[config.mk]
export PLATFORM = sky130hd
export DESIGN_NAME = rlsc_link_ctrl
export DESIGN_NICKNAME = d
export VERILOG_FILES = /design/src/logic/rlsc_pkg.sv /design/src/logic/rlsc_link_ctrl.sv
export VERILOG_INCLUDE_DIRS = /design/src /design/src/logic
export SDC_FILE = /design/constraint.sdc
export NUM_CORES = 1
export LEC_CHECK = 0
export BUFFER_PORTS_ARGS = -buffer_cell sky130_fd_sc_hd__buf_4
export CAP_MARGIN = 10
export CORE_UTILIZATION = 53
export CTS_CLUSTER_DIAMETER = 30
export DETAILED_ROUTE_END_ITERATION = 8
export GPL_ROUTABILITY_DRIVEN = 0
export MAX_ROUTING_LAYER = met4
export PLACE_DENSITY_LB_ADDON = 0.3
export SETUP_SLACK_MARGIN = 0.4
export SKIP_LAST_GASP = 1
export SLEW_MARGIN = 40
export SYNTH_ARGS = -nofsm -noshare
export SYNTH_HDL_FRONTEND = slang
export SYNTH_SLANG_ARGS = --single-unit
[constraint.sdc]
create_clock -name i_clk -period 3.7 [get_ports i_clk]
set_clock_uncertainty 0.15 [all_clocks]
set_input_delay 0.74 -clock i_clk [delete_from_list [all_inputs] [get_ports i_clk]]
set_output_delay 0.74 -clock i_clk [all_outputs]
set_load 0.02 [all_outputs]
[src/logic/rlsc_defines.svh]
/*
  Constants of the redriver link state control: timing counts at the
  system clock, register offsets, field positions and reset values.
  Assumes a 50 MHz clock and a 32-bit APB register bus.
*/
`ifndef RLSC_DEFINES_SVH
`define RLSC_DEFINES_SVH

// ==========================================================
// clock and timing
`define RLSC_CLK_NS 20
`define RLSC_DEB_MIN_MS 3
`define RLSC_DEB_MAX_MS 10
`define RLSC_DEB_CYC ((`RLSC_DEB_MIN_MS*1000000+`RLSC_CLK_NS-1)/`RLSC_CLK_NS)
`define RLSC_OVERLAP_US 4
`define RLSC_AUX_OFF_NS 7500
`define RLSC_AUX_OFF_CYC (`RLSC_AUX_OFF_NS/`RLSC_CLK_NS)
`define RLSC_AUX_ON_NS 3000
`define RLSC_AUX_ON_CYC (`RLSC_AUX_ON_NS/`RLSC_CLK_NS)
`define RLSC_RXDET_MS 12
`define RLSC_RXDET_CYC (`RLSC_RXDET_MS*1000000/`RLSC_CLK_NS)
`define RLSC_IDLE_ENTRY_NS 10
`define RLSC_IDLE_ENTRY_CYC ((`RLSC_IDLE_ENTRY_NS+`RLSC_CLK_NS-1)/`RLSC_CLK_NS)
`define RLSC_U1_EXIT_NS 6
`define RLSC_U1_EXIT_CYC ((`RLSC_U1_EXIT_NS+`RLSC_CLK_NS-1)/`RLSC_CLK_NS)
`define RLSC_U2_EXIT_US 10
`define RLSC_U2_EXIT_CYC (`RLSC_U2_EXIT_US*1000/`RLSC_CLK_NS)
`define RLSC_U1_TO_U2_US 100
`define RLSC_U1_TO_U2_CYC (`RLSC_U1_TO_U2_US*1000/`RLSC_CLK_NS)
`define RLSC_SHTDN_MS 1
`define RLSC_SHTDN_CYC (`RLSC_SHTDN_MS*1000000/`RLSC_CLK_NS)
`define RLSC_POR_MS 1
`define RLSC_POR_CYC (`RLSC_POR_MS*1000000/`RLSC_CLK_NS)
`define RLSC_POR_SETTLE_CYC 16

// ==========================================================
// registers
`define RLSC_OFS_CTRL 12'h000
`define RLSC_OFS_EQPROG 12'h004
`define RLSC_OFS_STATUS 12'h008
`define RLSC_CTRL_EQ_PROG_BIT 0
`define RLSC_CTRL_RST 1'h0
`define RLSC_EQPROG_RST 6'h00

`endif

[src/logic/rlsc_pkg.sv]
/*
  Types of the redriver link state control.
  Assumes rlsc_defines.svh for all numeric constants.
*/
package rlsc_pkg;
  typedef enum logic [2:0] {
    S_POR, S_SHTDN, S_DISC, S_U0, S_U1, S_U2U3, S_WAKE
  } rlsc_state_t;
  typedef enum logic [1:0] {
    M_OFF, M_USB, M_DP4, M_USB_DP2
  } rlsc_mode_t;
endpackage

[src/logic/rlsc_link_ctrl.sv]
/*
  Redriver link state control: pin debounce, mode decode, aux switch,
  receiver detect and USB link power states, equalizer select, APB
  registers. Assumes all line and pin inputs are asynchronous to i_clk.
*/
// The APB interface to the registers and the placing of the registers are this design's own decisions.
// Behaviour
// - falling display-enable and hot-plug accepted only after 3 ms low
// - aux switch opens within 7500 ns of debounced display-enable low
// - aux switch closes within 3000 ns of display-enable high
// - receiver detect repeats at most every 12 ms while disconnected
// - detected receiver enables receive termination and redriving
// - leaving U0 puts outputs in electrical idle after 10 ns
// - in U1, idle break forwards signalling after nominal 6 ns
// - in U2/U3, idle break forwards signalling after nominal 10 us
// - leaving shutdown reaches U2/U3 within nominal 1 ms
// - device active within 1 ms of power-up
// - each channel group gets its own equalizer setting
// - equalization off while low-frequency signalling detected
// - default USB-only until usb enable pulses high then low
// - enables and orientation pins decode the lane mode
`timescale 1ns/1ps
`include "rlsc_defines.svh"
module rlsc_link_ctrl import rlsc_pkg::*; #(
  parameter int DEB_CYC = `RLSC_DEB_CYC,
  parameter int RXDET_CYC = `RLSC_RXDET_CYC,
  parameter int SHTDN_CYC = `RLSC_SHTDN_CYC,
  parameter int U1U2_CYC = `RLSC_U1_TO_U2_CYC,
  parameter int POR_CYC = `RLSC_POR_CYC
) (
  input wire logic i_clk,
  input wire logic i_reset,
  input wire logic i_display_enable_pin,
  input wire logic i_usb_enable_pin,
  input wire logic i_flip_pin,
  input wire logic i_hot_plug_input,
  input wire logic i_rx_detected,
  input wire logic i_elec_idle,
  input wire logic i_lfps_detected,
  input wire logic [1:0] i_host_path_eq_select,
  input wire logic [1:0] i_superspeed_path_eq_select,
  input wire logic [1:0] i_display_path_eq_select,
  input wire logic i_psel,
  input wire logic i_penable,
  input wire logic i_pwrite,
  input wire logic [11:0] i_paddr,
  input wire logic [31:0] i_pwdata,
  output logic [31:0] o_prdata,
  output logic o_pready,
  output logic o_pslverr,
  output logic o_active,
  output logic o_rxdet_start,
  output logic o_rx_term_en,
  output logic o_tx_elec_idle,
  output logic o_usb_lanes_en,
  output logic [3:0] o_dp_lane_en,
  output logic o_flip,
  output logic o_aux_switch_closed,
  output logic o_eq_en,
  output logic [5:0] o_eq_gain
);
  localparam int CW = 20;
  localparam int NS = 13;
  localparam int SETTLE = `RLSC_POR_SETTLE_CYC;
  localparam int IDLE_ENTRY = `RLSC_IDLE_ENTRY_CYC;
  localparam int U1_EXIT = `RLSC_U1_EXIT_CYC;
  localparam int U2_EXIT = `RLSC_U2_EXIT_CYC;

  // ==========================================================
  // input synchronisers
  logic [NS-1:0] sync1_reg;
  logic [NS-1:0] sync2_reg;
  wire [NS-1:0] pins_w = {i_display_enable_pin, i_usb_enable_pin,
    i_flip_pin, i_hot_plug_input, i_rx_detected, i_elec_idle,
    i_lfps_detected, i_host_path_eq_select,
    i_superspeed_path_eq_select, i_display_path_eq_select};
  always_ff @(posedge i_clk) begin
    if (i_reset) begin
      sync1_reg <= '0;
      sync2_reg <= '0;
    end else begin
      sync1_reg <= pins_w;
      sync2_reg <= sync1_reg;
    end
  end
  wire disp_s = sync2_reg[12];
  wire usb_s = sync2_reg[11];
  wire flip_s = sync2_reg[10];
  wire hpd_s = sync2_reg[9];
  wire rx_s = sync2_reg[8];
  wire idle_s = sync2_reg[7];
  wire lfps_s = sync2_reg[6];
  wire [5:0] eq_pin_s = sync2_reg[5:0];

  // ==========================================================
  // falling-edge debounce, display enable and hot plug
  wire [1:0] deb_raw_w = {disp_s, hpd_s};
  logic [1:0] deb_reg;
  logic [CW-1:0] deb_cnt_reg [2];
  for (genvar g = 0; g < 2; g++) begin : g_deb
    always_ff @(posedge i_clk) begin
      if (i_reset) begin
        deb_reg[g] <= 1'b0;
        deb_cnt_reg[g] <= '0;
      end else if (deb_raw_w[g]) begin
        deb_reg[g] <= 1'b1;
        deb_cnt_reg[g] <= '0;
      end else if (deb_reg[g]) begin
        if (deb_cnt_reg[g] == CW'(DEB_CYC - 1)) begin
          deb_reg[g] <= 1'b0;
          deb_cnt_reg[g] <= '0;
        end else begin
          deb_cnt_reg[g] <= deb_cnt_reg[g] + CW'(1);
        end
      end
    end
  end
  wire disp_db = deb_reg[1];
  wire hpd_db = deb_reg[0];

  // ==========================================================
  // usb-only default after power-up
  logic usb_default_reg;
  logic usb_seen_reg;
  always_ff @(posedge i_clk) begin
    if (i_reset) begin
      usb_default_reg <= 1'b1;
      usb_seen_reg <= 1'b0;
    end else begin
      usb_seen_reg <= usb_seen_reg | usb_s;
      if (usb_seen_reg && !usb_s) begin
        usb_default_reg <= 1'b0;
      end
    end
  end
  wire usb_eff = usb_s | usb_default_reg;

  // ==========================================================
  // mode decode
  wire rlsc_mode_t mode_w = rlsc_mode_t'({disp_db, usb_eff});
  wire [3:0] dp_mask_w = !hpd_db ? 4'h0 :
    (mode_w == M_DP4) ? 4'hF :
    (mode_w == M_USB_DP2) ? 4'h3 : 4'h0;
  wire usb_lanes_w = (mode_w == M_USB) || (mode_w == M_USB_DP2);

  // ==========================================================
  // registers and apb slave
  logic ctrl_reg;
  logic [5:0] eqprog_reg;
  wire hit_ctrl = i_paddr == `RLSC_OFS_CTRL;
  wire hit_eq = i_paddr == `RLSC_OFS_EQPROG;
  wire hit_stat = i_paddr == `RLSC_OFS_STATUS;
  wire hit_any = hit_ctrl | hit_eq | hit_stat;
  wire first_acc = i_psel & i_penable & !o_pready;
  wire commit_wr = i_psel & i_penable & o_pready & i_pwrite;
  rlsc_state_t state_reg;
  wire [31:0] status_w = {18'h0, lfps_s, o_usb_lanes_en, o_dp_lane_en,
    usb_default_reg, o_rx_term_en, o_aux_switch_closed, hpd_db,
    disp_db, state_reg};
  wire [31:0] rd_w = hit_ctrl ? {31'h0, ctrl_reg} :
    hit_eq ? {26'h0, eqprog_reg} :
    hit_stat ? status_w : 32'h0;
  always_ff @(posedge i_clk) begin
    if (i_reset) begin
      o_pready <= 1'b0;
      o_prdata <= 32'h0;
      o_pslverr <= 1'b0;
      ctrl_reg <= `RLSC_CTRL_RST;
      eqprog_reg <= `RLSC_EQPROG_RST;
    end else begin
      o_pready <= first_acc;
      o_pslverr <= first_acc & !hit_any;
      o_prdata <= (first_acc && !i_pwrite) ? rd_w : 32'h0;
      if (commit_wr && hit_ctrl) begin
        ctrl_reg <= i_pwdata[`RLSC_CTRL_EQ_PROG_BIT];
      end
      if (commit_wr && hit_eq) begin
        eqprog_reg <= i_pwdata[5:0];
      end
    end
  end

  // ==========================================================
  // link power state machine
  rlsc_state_t state_next;
  logic [CW-1:0] cnt_reg;
  logic [CW-1:0] cnt_next;
  logic [CW-1:0] lim_reg;
  logic [CW-1:0] lim_next;
  logic idle_next;
  logic term_next;
  logic rxdet_next;
  wire [CW-1:0] cnt_inc = cnt_reg + CW'(1);
  always_comb begin
    state_next = state_reg;
    cnt_next = cnt_inc;
    lim_next = lim_reg;
    idle_next = o_tx_elec_idle;
    term_next = o_rx_term_en;
    rxdet_next = 1'b0;
    if (state_reg != S_POR && !usb_eff) begin
      state_next = S_SHTDN;
      cnt_next = '0;
      idle_next = 1'b1;
      term_next = 1'b0;
    end else begin
      case (state_reg)
        S_POR: begin
          if (cnt_reg == CW'(SETTLE - 1)) begin
            state_next = S_DISC;
            cnt_next = '0;
          end
        end
        S_SHTDN: begin
          if (cnt_reg == CW'(SHTDN_CYC - 1)) begin
            state_next = S_U2U3;
            cnt_next = '0;
          end
        end
        S_DISC: begin
          if (rx_s) begin
            state_next = S_U0;
            term_next = 1'b1;
            idle_next = 1'b0;
            cnt_next = '0;
          end else if (cnt_reg == CW'(RXDET_CYC - 1)) begin
            rxdet_next = 1'b1;
            cnt_next = '0;
          end
        end
        S_U0: begin
          if (!rx_s) begin
            state_next = S_DISC;
            term_next = 1'b0;
            idle_next = 1'b1;
            cnt_next = '0;
          end else if (!idle_s) begin
            cnt_next = '0;
          end else if (cnt_reg == CW'(IDLE_ENTRY - 1)) begin
            state_next = S_U1;
            idle_next = 1'b1;
            cnt_next = '0;
          end
        end
        S_U1, S_U2U3: begin
          cnt_next = '0;
          if (!rx_s) begin
            state_next = S_DISC;
            term_next = 1'b0;
          end else if (!idle_s) begin
            state_next = S_WAKE;
            lim_next = (state_reg == S_U1) ? CW'(U1_EXIT) :
              CW'(U2_EXIT);
          end else if (state_reg == S_U1) begin
            cnt_next = cnt_inc;
            if (cnt_reg == CW'(U1U2_CYC - 1)) begin
              state_next = S_U2U3;
              cnt_next = '0;
            end
          end
        end
        S_WAKE: begin
          if (cnt_reg == lim_reg - CW'(1)) begin
            state_next = S_U0;
            idle_next = 1'b0;
            cnt_next = '0;
          end
        end
        default: begin
          state_next = S_POR;
          cnt_next = '0;
        end
      endcase
    end
  end
  always_ff @(posedge i_clk) begin
    if (i_reset) begin
      state_reg <= S_POR;
      cnt_reg <= '0;
      lim_reg <= '0;
      o_tx_elec_idle <= 1'b1;
      o_rx_term_en <= 1'b0;
      o_rxdet_start <= 1'b0;
    end else begin
      state_reg <= state_next;
      cnt_reg <= cnt_next;
      lim_reg <= lim_next;
      o_tx_elec_idle <= idle_next;
      o_rx_term_en <= term_next;
      o_rxdet_start <= rxdet_next;
    end
  end

  // ==========================================================
  // lane, switch and equalizer outputs
  wire [5:0] eq_src_w = ctrl_reg ? eqprog_reg : eq_pin_s;
  always_ff @(posedge i_clk) begin
    if (i_reset) begin
      o_active <= 1'b0;
      o_usb_lanes_en <= 1'b0;
      o_dp_lane_en <= 4'h0;
      o_flip <= 1'b0;
      o_aux_switch_closed <= 1'b0;
      o_eq_en <= 1'b0;
      o_eq_gain <= 6'h00;
    end else begin
      o_active <= state_next != S_POR;
      o_usb_lanes_en <= usb_lanes_w;
      o_dp_lane_en <= dp_mask_w;
      o_flip <= flip_s;
      o_aux_switch_closed <= disp_db;
      o_eq_en <= !lfps_s;
      o_eq_gain <= eq_src_w;
    end
  end

  // ==========================================================
  // checks
  aux_close_a: assert property (@(posedge i_clk) disable iff (i_reset)
    $rose(disp_db) |=> o_aux_switch_closed)
    else $error("aux switch did not close");
  aux_open_a: assert property (@(posedge i_clk) disable iff (i_reset)
    $fell(disp_db) |=> !o_aux_switch_closed)
    else $error("aux switch did not open");
  deb_hold_a: assert property (@(posedge i_clk) disable iff (i_reset)
    $fell(disp_db) |-> $past(deb_cnt_reg[1]) == CW'(DEB_CYC - 1))
    else $error("display enable fell before debounce");
  deb_restart_a: assert property (
    @(posedge i_clk) disable iff (i_reset)
    disp_s |=> disp_db && deb_cnt_reg[1] == '0)
    else $error("debounce not restarted");
  rxdet_gap_a: assert property (@(posedge i_clk) disable iff (i_reset)
    state_reg == S_DISC |-> cnt_reg < CW'(RXDET_CYC))
    else $error("receiver detect interval too long");
  term_en_a: assert property (@(posedge i_clk) disable iff (i_reset)
    state_reg == S_DISC && rx_s && usb_eff |=> state_reg == S_U0
    && o_rx_term_en && !o_tx_elec_idle)
    else $error("termination not enabled on detect");
  idle_entry_a: assert property (
    @(posedge i_clk) disable iff (i_reset)
    state_reg == S_U0 && rx_s && idle_s && usb_eff |=> o_tx_elec_idle)
    else $error("no electrical idle after U0");
  u1_exit_a: assert property (@(posedge i_clk) disable iff (i_reset)
    state_reg == S_U1 && rx_s && !idle_s && usb_eff ##1 usb_eff
    |=> state_reg == S_U0 && !o_tx_elec_idle)
    else $error("U1 exit too slow");
  u2_exit_a: assert property (@(posedge i_clk) disable iff (i_reset)
    state_reg == S_WAKE |-> cnt_reg < CW'(U2_EXIT))
    else $error("U2 exit too slow");
  shtdn_exit_a: assert property (
    @(posedge i_clk) disable iff (i_reset)
    state_reg == S_SHTDN |-> cnt_reg < CW'(SHTDN_CYC))
    else $error("shutdown exit too slow");
  eq_off_a: assert property (@(posedge i_clk) disable iff (i_reset)
    lfps_s |=> !o_eq_en)
    else $error("equalizer on during lfps");
  por_a: assert property (@(posedge i_clk) disable iff (i_reset)
    !o_active |-> $past(cnt_reg) < CW'(POR_CYC))
    else $error("device not active in time");
  mode_a: assert property (@(posedge i_clk) disable iff (i_reset)
    disp_db && !usb_eff && hpd_db |=> o_dp_lane_en == 4'hF
    && !o_usb_lanes_en)
    else $error("four lane mode not decoded");
endmodule

* Yosys cells after proc, flatten, opt, wreduce, memory -nomap -nowiden *
Memories as Yosys holds them, arrays and structs flattened.
Index checks and enable logic that the tools add are counted.

storage, ports and cells
  memories = 1
  latch bits = 0
  word-level logic and storage cells = 186
  bits in writable memories = 40
  ROM bits = 0
  bits of input ports = 62
  output and inout port bits = 52
  flip-flop bits (word level) = 132

operators by class
  shift-type cells = 0
  mux-type cells = 79
  order comparisons = 0
  reduce and logical (&&, ||, !) cells = 31
  multipliers = 0
  add/subtract/negate cells = 4
  equality and inequality tests = 23
  divide/modulo/power cells = 0
  bitwise logic cells = 21

memories
  name         words  bits a word  rd ports  clocked after memory_dff  write ports  line                  RTL
  deb_cnt_reg  2      20           2         0                         2            rlsc_link_ctrl.sv:99  logic [CW-1:0] deb_cnt_reg [2];

operators by type and width
  operator                                                               number
  20-bit 2-to-1 mux                                                      18
  20-bit case mux with 6 select lines                                    1
  20-bit by 1-bit adder with 20-bit output (second input constant)       3
  20-bit by 18-bit == test with 1-bit output (second input constant)     2
  1-bit 2-to-1 mux                                                       39
  3-bit 2-to-1 mux                                                       12
  20-bit by 13-bit == test with 1-bit output (second input constant)     1
  20-bit by 16-bit == test with 1-bit output (second input constant)     1
  20-bit == test                                                         1
  20-bit == test (second input constant)                                 1
  20-bit by 4-bit == test with 1-bit output (second input constant)      1
  20-bit zero test                                                       1
  20-bit by 1-bit subtractor with 20-bit output (second input constant)  1
  6-bit 2-to-1 mux                                                       3
  3-bit case mux with 6 select lines                                     1
  12-bit by 3-bit == test with 1-bit output (second input constant)      1
  12-bit by 4-bit == test with 1-bit output (second input constant)      1
  12-bit zero test                                                       1
  1-bit OR                                                               10
  3-bit == test (second input constant)                                  3
  9-bit 2-to-1 mux                                                       1
  3-bit nonzero test                                                     3
  2-bit OR reduction                                                     4
  4-bit OR reduction                                                     2
  other kinds (22)                                                       46

* Longest topological paths before layout *
An unclocked memory read counts as a cell.

  word-level depth = 9
  mapped depth = 8
  mapped depth without buffers = 7

* Worst setup path after synthesis *
No wires, ideal clock.

  path kind = input port to flip-flop
  start point = input i_paddr[5]
  end point = register eqprog_reg[5]
  path slack = 1.240 ns
  setup time = 0.128 ns
  arrival time = 2.182 ns
  cell stages on the path = 6
  data required time = 3.422 ns
  buffers on the path = 0
  cells stage by stage = nor4_1 nand3_1 or3_1 nor2_1 mux2i_1 nor2_1

on the way
  cells in the longest elaborated chain, start to end = 2

RTL lines
  what                                                        line                   RTL
  start: declaration                                          rlsc_link_ctrl.sv:46   input wire logic [11:0] i_paddr,
  12-bit by 3-bit == test with 1-bit output (no source line)  -
  1-bit logical AND                                           rlsc_link_ctrl.sv:177  if (commit_wr && hit_eq) begin
  end signal: assignment                                      rlsc_link_ctrl.sv:169  eqprog_reg <= `RLSC_EQPROG_RST;
  end signal: assignment                                      rlsc_link_ctrl.sv:178  eqprog_reg <= i_pwdata[5:0];
  end: declaration                                            rlsc_link_ctrl.sv:149  logic [5:0] eqprog_reg;

No other way between the ends.
A chain may end at the register's enable or synchronous reset.

* Worst setup path in the final report *
  start point = register cnt_reg[0]
  end point = register cnt_reg[17]

on the way
  cells in the longest elaborated chain, start to end = 6
  elaborated cells on any way between the ends = 20
  those cells by class = add/sub (1); eq/ne (5); mux (13); reduce/logical (1)

RTL lines
  what                                                                                                           line                                          RTL
  start: declaration                                                                                             rlsc_link_ctrl.sv:186                         logic [CW-1:0] cnt_reg;
  start signal: assignment                                                                                       rlsc_link_ctrl.sv:286                         cnt_reg <= cnt_next;
  20-bit by 1-bit adder with 20-bit output / 20-bit by 13-bit == test with 1-bit output (equally long branches)  rlsc_link_ctrl.sv:193, rlsc_link_ctrl.sv:256
  20-bit 2-to-1 mux                                                                                              rlsc_link_ctrl.sv:256                         if (cnt_reg == CW'(U1U2_CYC - 1)) begin
  20-bit 2-to-1 mux                                                                                              rlsc_link_ctrl.sv:254                         end else if (state_reg == S_U1) begin
  20-bit 2-to-1 mux                                                                                              rlsc_link_ctrl.sv:250                         end else if (!idle_s) begin
  20-bit 2-to-1 mux                                                                                              rlsc_link_ctrl.sv:247                         if (!rx_s) begin
  20-bit case mux with 6 select lines (*)                                                                        rlsc_link_ctrl.sv:207                         case (state_reg)

Every way passes the cells marked *; elsewhere a longest branch is shown, timed or not.

==> impl_metrics.yaml <==
status:
  status: "finished, final reports clean"
synth:
  synth.mux.area_fraction_pct: 2.38
  synth_seq_cells: 132
  yosysTopAreaCell: "dfxtp_1"
  syn_area_per_cell_sq_um: 9.67
  synth-xor-area-share_pct: 7.88
  syn_inst: 609
  synth_ff_type: "dfxtp_1"
  synth_top_area_share_pct: 31.3
  synth_edf_count: 40
  ys_top_cells_by_count: "110 x nor2_1, 92 x dfxtp_1, 40 x edfxtp_1, 33 x nand2_1, 32 x nor2b_1"
  synth_area_leaders: "dfxtp_1 31%, edfxtp_1 20%, nor2_1 7.0%"
  async_reset_ff_share_pct: 0
  synth_seq_area_share_pct: 51.7
  synth-compound-area-share_pct: 6.12
  synthSimpleGateAreaFrac_pct: 25.1
  ys_types: 56
  yosysMostFrequentCell: "nor2_1"
  synth_top_family_by_area: "simple AND/OR/NAND/NOR gates"
  ys.warnings.count: 0
  yosys.area_share.adder_pct: 1.27
  syn-cell-area_sq_um: 5890
power_and_ir_drop:
  finalPower_mw: 3.48
  ir_drop_mv: 0.469
  p_per_area_nw_per_um2: 494
  leakagePower_nw: 2.65
cells_and_area:
  ff_latch_area_sq_um: 3040
  area_growth_pct: 19.6
  n_antenna_cell: 0
  largest_reg_flops: 40
  final_cells: 824
  final_nets: 740
  multi_input_area_sq_um: 2590
  fin_area_sq_um: 7050
  fill_cells: 856
  final_core_util_pct: 65.0
  drive_above_1_share_pct: 16.4
grt:
  grt_max_degree: 38
  overflow: 0
  track_usage_pct: 21.8
  antenna_found_initial: 0
  grt_pass1_wl_um: 18800
  grt_pass1_vias: 4113
clock_network:
  cts_root_buffer: "clkbuf_8"
  cts_htree_levels: 4
  clock_latency_ns: 0.52
  cts_made_buffers: 17
  cts.sinks: 132
  cts.clk_slew.worst_paths_ns: 0.06
  cts_setup_buffers: 0
  cts_tree: "yes"
  cts_hold_buf: 0
  cts_buffer_depth: 2
  ctsResizeCount: 0
worst_setup_path:
  crit_path_start_kind: "flip-flop"
  arrival_ns: 3.14
  cp-end-kind: "flip-flop"
  crit_type: "reg -> reg"
  worstPathRequired_ns: 3.96
  worstPathMaxFanout: 17
route:
  route.detailed.drc: 0
  drt_wl_total_um: 11500
  ant_nets: 0
  detail_route.wl_per_cell_um: 14.0
  via_count: 4365
  drtIter0Drc: 294
  first_pass_iters: 5
  via_per_inst: 5.30
die:
  pin_count: 114
  die_w_um: 107
  dieArea_sq_um: 11500
  core_area_sq_um: 10800
  fp.dieH_um: 107
  rows: 38
  start_util_pct: 54.3
timing:
  fin_crit_sh_pct: 77.9
  setup_tns_ns: 0
  finalMaxSlewViolations: 0
  finalSetupViolations: 0
  max_freq_ghz: 0.347
  finalCriticalPeriod_ns: 2.88
  worst_slack_ns: 0.817
  worstMarginPinSlew_ns: 0.756
  hold_viol: 0
  rsz0062_at_grt: "false"
  fin_hold_ws_ns: 0.249
  slew_headroom_pct: 49.6
placed_design:
  port-buffer-count: 69
  dp_hpwl_um: 7980
  placed_cells: 793
  detailed_place.area_sq_um: 6410
  place_ws_ns: 0.836
flow_run:
  drv_cap: 0
min_path:
  hold_path.class: "reg -> reg"
-- cell type report --
| type | count | share of cell area, % |
|---|---|---|
| Sequential cell | 132 | 43.2 |
| Multi-Input combinational cell | 431 | 36.8 |
| Clock buffer | 27 | 8.20 |
| Timing Repair Buffer | 72 | 7.67 |
| Tap cell | 140 | 2.49 |
| Inverter | 18 | 0.959 |
| Clock inverter | 4 | 0.710 |
-- cell usage in the layout, fill, tap and decap left out, types with 2 or more instances in the layout --
| cell type | count |
|---|---|
| or3_1 | 12 |
| conb_1 | 18 |
| clkinvlp_4 | 2 |
| nor4b_1 | 4 |
| a22o_1 | 5 |
| a21o_1 | 3 |
| clkbuf_1 | 3 |
| nor4_1 | 6 |
| nand3_1 | 23 |
| ha_1 | 6 |
| mux2i_1 | 14 |
| inv_1 | 18 |
| a21oi_1 | 8 |
| buf_4 | 72 |
| xnor2_1 | 24 |
| a31oi_1 | 2 |
| clkbuf_8 | 3 |
| dfxtp_1 | 92 |
| nor2b_1 | 32 |
| a211o_1 | 2 |
| nor4bb_1 | 2 |
| edfxtp_1 | 40 |
| clkbuf_16 | 21 |
| a21boi_0 | 2 |
| and3_1 | 8 |
| xor2_1 | 29 |
| nand2b_1 | 6 |
| nand2_1 | 33 |
| nand4_1 | 18 |
| o21ai_0 | 8 |
| nor3_1 | 18 |
| and2_1 | 8 |
| nor3b_1 | 3 |
| and4_1 | 2 |
| or3_2 | 2 |
| nor2_1 | 110 |
-- kinds of logic (layout without fill, tap and decap cells) --
| kind of cell | after synthesis | in the layout |
|---|---|---|
| multiplexers | 14 | 14 |
| flip-flops | 132 | 132 |
| XOR/XNOR | 53 | 53 |
| adder cells (fa/ha/maj) | 6 | 6 |
| AO/OA/AOI/OAI | 46 | 46 |
| AND/OR/NAND/NOR | 294 | 294 |
| buffers and inverters | 63 | 121 |
| other | 1 | 18 |
-- worst max-delay path, stage by stage, from the launching register on --
cell	delay, ns
dfxtp_1	0.41
ha_1	0.24
nand3_1	0.29
nor2_1	0.31
nand4_1	0.19
a211o_1	0.34
o41ai_2	0.44
buf_4	0.32
nor2_1	0.07
-- path summary, 6_finish.rpt --
kind,slack [ns],end,from,depth (start not counted)
hold / removal,0.25,o_eq_en,sync2_reg[6],1
setup / recovery,0.82,cnt_reg[17],cnt_reg[0],8
setup reg to reg,0.82,cnt_reg[17],cnt_reg[0],8
hold reg to reg,0.25,o_eq_en,sync2_reg[6],1
-- layer usage --
| layer | wire (um) | GRT usage [%] | vias up |
|---|---|---|---|
| li1 | - | - | 2179 |
| met4 | 257 | 11.3 | 0 |
| met1 | 5310 | 28.0 | 2034 |
| met2 | 5290 | 31.6 | 131 |
| met5 | 0 | - | - |
| met3 | 663 | 5.75 | 21 |
-- power by group --
group,internal (mW),switching [mW]
Combinational,0.0735,0.0927
Sequential,1.55,0.0476
Clock,1.13,0.591
Total,2.75,0.732
Power figures use the tool's default switching activity.
